`src/sample_formatter_regs.vh`:
```
// register map, field positions and timing counts for the sample packet
// formatter; definitions only, included by the formatter module alone
`ifndef SAMPLE_FORMATTER_REGS_VH
`define SAMPLE_FORMATTER_REGS_VH

// wishbone word offsets (byte addresses)
`define REG_CTRL        4'h0
`define REG_STATUS      4'h4
`define REG_CTRL_WR     4'h8
`define REG_WORD        4'hc

// control register fields
`define CTRL_RUN        0
`define CTRL_EXT_SYNC   1
`define CTRL_TRIG_FALL  2
`define CTRL_TEST_EN    3
`define CTRL_TEST_LO    4
`define CTRL_TEST_HI    6
`define CTRL_RESET      8
`define CTRL_RST_VAL    9'h000

// packet word fields
`define PKT_FLAG        24
`define PKT_CTRL_HI     23
`define PKT_CTRL_LO     16
`define CB_COUNT_HI     7
`define CB_COUNT_LO     6
`define CB_MODE_HI      5
`define CB_MODE_LO      4
`define CB_CODE_HI      3
`define CB_CODE_LO      0

// switch modes
`define MODE_DIFF16     2'h0
`define MODE_ZERO       2'h1
`define MODE_SE_LOW     2'h2
`define MODE_SE_HIGH    2'h3

// timing: conversion time and internal trigger period
`define CLK_HZ          10000000
`define CONV_NS         2000
`define CONV_CYCLES     ((`CONV_NS * (`CLK_HZ / 1000000) + 999) / 1000)
`define INT_PERIOD      8'h19

`endif

```
`src/sample_fifo.v`:
```
// small synchronous fifo of flip-flops with valid/ready on both sides
// assumes one clock, synchronous active-high reset, clock enable
`timescale 1ns/1ps
`default_nettype none

module sample_fifo #(
  parameter WIDTH = 8,
  parameter DEPTH = 16,
  parameter AW    = 4
) (
  // clock and reset
  input  wire             clk_i,
  input  wire             rst_i,
  input  wire             ce_i,
  // fill side
  input  wire             in_valid_i,
  output wire             in_ready_o,
  input  wire [WIDTH-1:0] in_data_i,
  // drain side
  output wire             out_valid_o,
  input  wire             out_ready_i,
  output wire [WIDTH-1:0] out_data_o
);

  reg [WIDTH-1:0] mem [0:DEPTH-1];
  reg [AW-1:0]    wr_ptr;
  reg [AW-1:0]    rd_ptr;
  reg [AW:0]      count;

  wire do_wr = in_valid_i & in_ready_o;
  wire do_rd = out_valid_o & out_ready_i;

  assign in_ready_o  = (count != DEPTH[AW:0]);
  assign out_valid_o = (count != {(AW+1){1'b0}});
  assign out_data_o  = mem[rd_ptr];

  always @(posedge clk_i) begin
    if (rst_i) begin
      wr_ptr <= {AW{1'b0}};
      rd_ptr <= {AW{1'b0}};
      count  <= {(AW+1){1'b0}};
    end else if (ce_i) begin
      if (do_wr) begin
        wr_ptr <= wr_ptr + 1'b1;
      end
      if (do_rd) begin
        rd_ptr <= rd_ptr + 1'b1;
      end
      if (do_wr & ~do_rd) begin
        count <= count + 1'b1;
      end else if (do_rd & ~do_wr) begin
        count <= count - 1'b1;
      end
    end
  end

  // storage carries no reset: contents are only read behind count
  always @(posedge clk_i) begin
    if (ce_i && do_wr) begin
      mem[wr_ptr] <= in_data_i;
    end
  end

endmodule

`default_nettype wire

```
`src/pin_sync.v`:
```
// two-flop synchroniser for a level arriving from a pin
// assumes the pin is asynchronous to clk_i
`timescale 1ns/1ps
`default_nettype none

module pin_sync (
  // clock and reset
  input  wire clk_i,
  input  wire rst_i,
  input  wire ce_i,
  // pin and synchronised level
  input  wire pin_i,
  output reg  level_o
);

  reg meta;

  always @(posedge clk_i) begin
    if (rst_i) begin
      meta    <= 1'b0;
      level_o <= 1'b0;
    end else if (ce_i) begin
      meta    <= pin_i;
      level_o <= meta;
    end
  end

endmodule

`default_nettype wire

```
`src/sample_packet_formatter.v`:
```
// sample packet formatter: control byte fifo, conversion trigger,
// channel switch selection, test current steering, packet word output
// assumes a wishbone classic master on clk_i and an adc on the same clock
// assumes both external pins are asynchronous to clk_i
`timescale 1ns/1ps
`default_nettype none
`include "sample_formatter_regs.vh"

module sample_packet_formatter (
  // clock, reset, enable
  input  wire        clk_i,
  input  wire        rst_i,
  input  wire        ce_i,
  // wishbone classic slave
  input  wire        cyc_i,
  input  wire        stb_i,
  input  wire        we_i,
  input  wire [3:0]  adr_i,
  input  wire [3:0]  sel_i,
  input  wire [31:0] dat_i,
  output reg  [31:0] dat_o,
  output reg         ack_o,
  // external pins
  input  wire        ext_sample_trigger_i,
  input  wire        ext_acq_start_i,
  // adc
  output reg         adc_start_o,
  input  wire        adc_done_i,
  input  wire [13:0] adc_data_i,
  // analog switch and test current
  output reg  [4:0]  sel_channel_o,
  output reg         sel_diff_o,
  output reg         sel_zero_o,
  output reg  [31:0] test_current_o,
  output reg  [2:0]  test_config_o,
  // packet words toward the crate controller
  output reg  [24:0] pkt_word_o,
  output reg         pkt_valid_o,
  output reg         pkt_start_o
);

  localparam [1:0] ST_IDLE = 2'h0;
  localparam [1:0] ST_CONV = 2'h1;
  localparam [1:0] ST_SEND = 2'h2;

  reg  [8:0]  ctrl;
  reg  [2:0]  test_cmd;
  reg         test_active;
  reg  [1:0]  rolling_count;
  reg  [7:0]  cur_byte;
  reg         cur_valid;
  reg  [1:0]  state;
  reg  [7:0]  conv_cnt;
  reg  [7:0]  int_cnt;
  reg         trig_prev;
  reg         running;
  reg  [15:0] overrun_cnt;
  reg  [24:0] last_word;

  wire        trig_lvl;
  wire        start_lvl;
  wire        fifo_in_ready;
  wire        fifo_out_valid;
  wire [7:0]  fifo_out_data;

  wire        bus_req = cyc_i & stb_i & ~ack_o;
  wire        bus_wr  = bus_req & we_i & sel_i[0];
  wire        push    = bus_wr & (adr_i == `REG_CTRL_WR) & fifo_in_ready;
  wire        ext_sync = ctrl[`CTRL_EXT_SYNC];

  // edge chosen by software; the raw pin is never looked at here
  wire ext_edge = ctrl[`CTRL_TRIG_FALL] ? (trig_prev & ~trig_lvl)
                                        : (~trig_prev & trig_lvl);
  // a tick or edge that finds the block busy is lost, not queued
  wire int_tick = (int_cnt == `INT_PERIOD);
  wire trigger  = running & cur_valid & (state == ST_IDLE) &
                  (ext_sync ? ext_edge : int_tick);
  wire pop      = trigger | (~cur_valid & fifo_out_valid);

  // both pins pass two flops before any logic looks at them
  pin_sync trig_sync (
    .clk_i   (clk_i),
    .rst_i   (rst_i),
    .ce_i    (ce_i),
    .pin_i   (ext_sample_trigger_i),
    .level_o (trig_lvl)
  );

  pin_sync start_sync (
    .clk_i   (clk_i),
    .rst_i   (rst_i),
    .ce_i    (ce_i),
    .pin_i   (ext_acq_start_i),
    .level_o (start_lvl)
  );

  // a full fifo refuses the write; software sees it in the status word
  // the reset pulse empties it too, so no stale byte reaches a packet
  sample_fifo #(
    .WIDTH (8),
    .DEPTH (16),
    .AW    (4)
  ) ctrl_fifo (
    .clk_i       (clk_i),
    .rst_i       (rst_i | ctrl[`CTRL_RESET]),
    .ce_i        (ce_i),
    .in_valid_i  (push),
    .in_ready_o  (fifo_in_ready),
    .in_data_i   (dat_i[7:0]),
    .out_valid_o (fifo_out_valid),
    .out_ready_i (pop),
    .out_data_o  (fifo_out_data)
  );

  // register file
  always @(posedge clk_i) begin
    if (rst_i) begin
      ctrl        <= `CTRL_RST_VAL;
      test_cmd    <= 3'h0;
      test_active <= 1'b0;
      ack_o       <= 1'b0;
      dat_o       <= 32'h0000_0000;
    end else if (ce_i) begin
      // one wait state: ack follows the edge that takes the request
      ack_o <= bus_req;
      ctrl[`CTRL_RESET] <= 1'b0;
      if (bus_wr && adr_i == `REG_CTRL) begin
        ctrl <= dat_i[8:0];
        test_cmd    <= dat_i[`CTRL_TEST_HI:`CTRL_TEST_LO];
        test_active <= dat_i[`CTRL_TEST_EN];
      end
      // reads are registered, so dat_o stands until the next read
      if (bus_req && !we_i) begin
        case (adr_i)
          `REG_CTRL:   dat_o <= {23'h000000, ctrl};
          `REG_STATUS: dat_o <= {overrun_cnt, 8'h00, running,
                                 fifo_out_valid, ~fifo_in_ready,
                                 cur_valid, rolling_count, state};
          `REG_WORD:   dat_o <= {7'h00, last_word};
          default:     dat_o <= 32'h0000_0000;
        endcase
      end
    end
  end

  // internal trigger timer; it free-runs only while a run is active
  always @(posedge clk_i) begin
    if (rst_i) begin
      int_cnt <= 8'h00;
    end else if (ce_i) begin
      if (int_tick | ~running) begin
        int_cnt <= 8'h00;
      end else begin
        int_cnt <= int_cnt + 8'h01;
      end
    end
  end

  // run control, trigger timing and the packet sequence
  always @(posedge clk_i) begin
    if (rst_i) begin
      rolling_count <= 2'h0;
      cur_byte      <= 8'h00;
      cur_valid     <= 1'b0;
      state         <= ST_IDLE;
      conv_cnt      <= 8'h00;
      trig_prev     <= 1'b0;
      running       <= 1'b0;
      overrun_cnt   <= 16'h0000;
      last_word     <= 25'h0000000;
      adc_start_o   <= 1'b0;
      pkt_word_o    <= 25'h0000000;
      pkt_valid_o   <= 1'b0;
      pkt_start_o   <= 1'b0;
    end else if (ce_i) begin
      trig_prev   <= trig_lvl;
      adc_start_o <= 1'b0;
      pkt_valid_o <= 1'b0;
      pkt_start_o <= 1'b0;
      if (ctrl[`CTRL_RESET]) begin
        rolling_count <= 2'h0;
        cur_valid     <= 1'b0;
        running       <= 1'b0;
        state         <= ST_IDLE;
      end else begin
        if (ctrl[`CTRL_RUN] & (start_lvl | ~ext_sync)) begin
          running <= 1'b1;
        end else if (!ctrl[`CTRL_RUN]) begin
          running <= 1'b0;
        end
        if (pop) begin
          cur_valid <= fifo_out_valid;
          // an empty fifo keeps the last byte rather than a stale slot
          if (fifo_out_valid) begin
            cur_byte <= fifo_out_data;
          end
        end
        // saturates, so a flood of early edges never wraps back to zero
        if (ext_sync && ext_edge && state != ST_IDLE &&
            overrun_cnt != 16'hffff) begin
          overrun_cnt <= overrun_cnt + 16'h0001;
        end
        // one packet at a time; a trigger is taken only while the block is idle, else lost
        case (state)
          ST_IDLE: begin
            if (trigger) begin
              adc_start_o <= 1'b1;
              pkt_start_o <= 1'b1;
              conv_cnt    <= 8'h00;
              pkt_word_o[`PKT_CTRL_HI:`PKT_CTRL_LO] <=
                {rolling_count, cur_byte[`CB_MODE_HI:`CB_CODE_LO]};
              pkt_word_o[`PKT_FLAG] <= 1'b0;
              // the old sample never sits beside a new control byte
              pkt_word_o[15:0] <= 16'h0000;
              state <= ST_CONV;
            end
          end
          ST_CONV: begin
            // the adc done flag is trusted only after the minimum time
            if (conv_cnt < `CONV_CYCLES) begin
              conv_cnt <= conv_cnt + 8'h01;
            end else if (adc_done_i) begin
              state <= ST_SEND;
            end
          end
          ST_SEND: begin
            pkt_word_o[15:0] <= {{2{adc_data_i[13]}}, adc_data_i};
            last_word   <= {pkt_word_o[24:16],
                            {2{adc_data_i[13]}}, adc_data_i};
            pkt_valid_o   <= 1'b1;
            rolling_count <= rolling_count + 2'h1;
            state         <= ST_IDLE;
          end
          default: state <= ST_IDLE;
        endcase
      end
    end
  end

  // channel switch and test current steering from the active control byte
  always @(posedge clk_i) begin
    if (rst_i) begin
      sel_channel_o  <= 5'h00;
      sel_diff_o     <= 1'b0;
      sel_zero_o     <= 1'b0;
      test_current_o <= 32'h0000_0000;
      test_config_o  <= 3'h0;
    end else if (ce_i) begin
      // the switch already shows the next byte while the adc converts
      sel_zero_o <= 1'b0;
      sel_diff_o <= 1'b0;
      case (cur_byte[`CB_MODE_HI:`CB_MODE_LO])
        `MODE_DIFF16: begin
          sel_diff_o    <= 1'b1;
          sel_channel_o <= {1'b0, cur_byte[`CB_CODE_HI:`CB_CODE_LO]};
        end
        `MODE_ZERO: begin
          sel_zero_o    <= 1'b1;
          sel_channel_o <= 5'h00;
        end
        `MODE_SE_LOW: begin
          sel_channel_o <= {1'b0, cur_byte[`CB_CODE_HI:`CB_CODE_LO]};
        end
        default: begin
          sel_channel_o <= {1'b1, cur_byte[`CB_CODE_HI:`CB_CODE_LO]};
        end
      endcase
      // config bit 2 tells single-ended, bits 1:0 the circuit
      test_config_o <= {cur_byte[`CB_MODE_HI], test_cmd[1:0]};
      // zero-point mode has no input line, so no current is steered
      if (test_active && cur_valid &&
          cur_byte[`CB_MODE_HI:`CB_MODE_LO] != `MODE_ZERO) begin
        test_current_o <= 32'h0000_0001 <<
          {cur_byte[`CB_MODE_LO] & cur_byte[`CB_MODE_HI],
           cur_byte[`CB_CODE_HI:`CB_CODE_LO]};
      end else begin
        test_current_o <= 32'h0000_0000;
      end
    end
  end

endmodule

`default_nettype wire

```
`config.mk`:
```
export PLATFORM = sky130hd
export DESIGN_NAME = sample_packet_formatter
export DESIGN_NICKNAME = d
export VERILOG_FILES = /design/src/sample_fifo.v /design/src/pin_sync.v /design/src/sample_packet_formatter.v
export VERILOG_INCLUDE_DIRS = /design/src
export SDC_FILE = /design/constraint.sdc
export NUM_CORES = 1
export LEC_CHECK = 0
export ABC_AREA = 1
export BUFFER_PORTS_ARGS = -buffer_cell sky130_fd_sc_hd__buf_2
export CORE_ASPECT_RATIO = 0.8
export CORE_MARGIN = 8
export CORE_UTILIZATION = 45
export DETAILED_ROUTE_END_ITERATION = 16
export PLACE_DENSITY = 0.63
export SLEW_MARGIN = 30
export SYNTH_ARGS = -nofsm -noshare
export SYNTH_HDL_FRONTEND = slang
export SYNTH_HIERARCHICAL = 1
export SYNTH_SLANG_ARGS = --single-unit
```
`constraint.sdc`:
```
create_clock -name clk_i -period 5.2 [get_ports clk_i]
set_input_delay 0.78 -clock clk_i [delete_from_list [all_inputs] [get_ports clk_i]]
set_output_delay 0.78 -clock clk_i [all_outputs]
set_load 0.1 [all_outputs]
```
==> qor.yml <==
outcome: "finished, final reports clean"
clkTransAtPathRegs_ps: 60
track_usage_pct: 18.63
detail_route.vias_per_cell: 5.129
avgRoutedWirePerCell_um: 15.86
hold-worst-slack_ps: 444.2
clk-insertion-delay-late_ps: 540
rsz0062_at_grt: "no"
setup_tns_ps: 0
dieArea_mm2: 0.03316
wl_um: 31660
htree_num_levels: 1
syn-num-nets: 1587
r2r_setup_slack_ps: 2300
cts_hold_buffers: 0
crit_path_top_delay_cell: "dfxtp_1"
hpwl_um: 21520
postLayoutSetupSlackWorst_ps: 2299
firstDrtPassIters: 7
cts-root-buf: "clkbuf_16"
finalSetupViolCount: 0
drv_cap: 0
startpoint_type: "register"
clk_path_buf_depth: 3
grt_pass1_wl_um: 51180
fin_skew_ps: 7.961
cts-resized-gates: 0
gp_congestion: 0.8826
worst_path_largest_cell_delay_ps: 390
pre_cts_slack_ps: 2112
drtIter0Drc: 863
placed_area_mm2: 0.01320
slew_viol_final: 0
cts.sinks: 290
post_cts_buffers: 0
vias: 10240
rr_startpoint: "int_cnt[0]"
finalHoldViolCount: 0
hold_class: "register to register"
postSynthAreaPerCell_um2: 8.213
ant_nets: 0
port_buffers: 138
hp-start: "conv_cnt[6]"
path_class: "register to register"
fin_crit_sh_pct: 55.78
start_util_pct: 45.66
grt_overflow: 0
leakage_nw: 5.851
p_per_area_mw_per_mm2: 334.0
crit_buf_inv: 2
dp.cells: 1941
nNetsFinal: 1686
critPathCaptureType: "register"
num_rows: 54
core_area_mm2: 0.02716
peakVddDrop_mv: 0.2326
n_antenna_cell: 0
reg2reg_depth: 16
antenna_found_initial: 0
dieWidth_um: 201.6
grt_max_degree: 99
drive_above_1_share_pct: 13.72
crit_fanout: 13
tightestPinTransition_ps: 902.8
required_ps: 5650
netlist_instances: 1510
cts_made_buffers: 30
post-route-drc-count: 0
worstHoldPathCells: 2
syn_area_mm2: 0.01240
cp_top_family: "simple AND/OR/NAND/NOR gates"
yosysWarnings: 6
grt_pass1_vias: 9829
cts_tree: "done"
syn2layout_area_growth_pct: 14.72
pin_count: 166
regToRegEndpoint: "ctrl_fifo/count[4]"
final_cells: 1997
min_period_ps: 2901
hold_path_end: "conv_cnt[6]"
slew_headroom_pct: 39.73
die_y_um: 164.5
critPathMostFrequentCell: "nand2_1"
fmaxAchievable_ghz: 0.3447
stdcell_area_mm2: 0.01423
n_fill_cell: 2616
cp.arrival_ps: 3350
crit_chain: "ha_1 > nand2_1 > nor2_1 > nand2_1 > nand2_1 > nand3_1 > nand2_2 > nand2_1 > ha_1 > inv_1 > ha_1 > or2_2 > nand3_1 > nand3_1 > nand2_1 > inv_1"
[area by class of cell]
cell class | count | area [µm²] | area share [%]
Timing Repair Buffer | 147 | 764.5 | 5.373
Clock buffer | 45 | 909.6 | 6.393
Inverter | 176 | 661.9 | 4.652
Clock inverter | 11 | 110.1 | 0.7739
Multi-Input combinational cell | 964 | 4559 | 32.05
Tap cell | 364 | 455.4 | 3.201
Sequential cell | 290 | 6766 | 47.56
[power breakdown]
part / internal, mW / switching [mW]
combinational: 0.0421 / 0.172
sequential: 2.36 / 0.0112
clock: 1.30 / 0.866
total: 3.70 / 1.05
[worst max path at each step]
stage          startpoint                  to  slack (ps)  cells after the start
2_1_floorplan    adr_i[1]  ctrl_fifo/count[4]        2190                     13
3_3_place_gp     adr_i[1]  ctrl_fifo/count[4]        2200                     15
3_5_place_dp     adr_i[1]  ctrl_fifo/count[4]        2110                     16
5_1_grt        int_cnt[1]  ctrl_fifo/count[3]        2020                     16
6_report       int_cnt[0]  ctrl_fifo/count[4]        2300                     16
4_1_cts        int_cnt[0]  ctrl_fifo/count[4]        2300                     16
[metrics by stage]
stage                     util [%]  power [mW]
final                        52.38       4.752
after global routing         52.38       4.907
after CTS                    52.36       4.790
after detailed placement     48.60       2.631
after global placement       48.59       2.627
after floorplan                  -       2.562
[cell usage in the layout (no fill, tap or decap), types with 9 or more instances in the layout]
cell type / n
nand2_1: 381
dfxtp_1: 194
nand3_1: 176
inv_1: 163
buf_2: 137
a21oi_1: 129
nor2_1: 100
edfxtp_1: 96
o21ai_0: 77
clkbuf_16: 31
nor3_1: 16
xor2_1: 13
ha_1: 13
inv_2: 10
buf_4: 9
[sequential cells by signal, summed over array words and instances, names as in the netlist, 9 cells and up, named ones only]
name / flops
ctrl: 9
ctrl_fifo/mem: 96
dat_o: 30
last_word: 22
overrun_cnt: 16
pkt_word_o: 22
test_current_o: 32
[routing by layer]
layer  routed length, µm  GRT usage, %
met1               15020         26.48
met2               13950         29.26
met3                2198         3.588
met4                 500         3.944
met5                   0             0
[tightest hold or removal path, stage by stage (launching register included)]
cell and delay [ps]:
dfxtp_1 300, inv_1 60, nor3_1 50
Power figures use the tool's default switching activity.
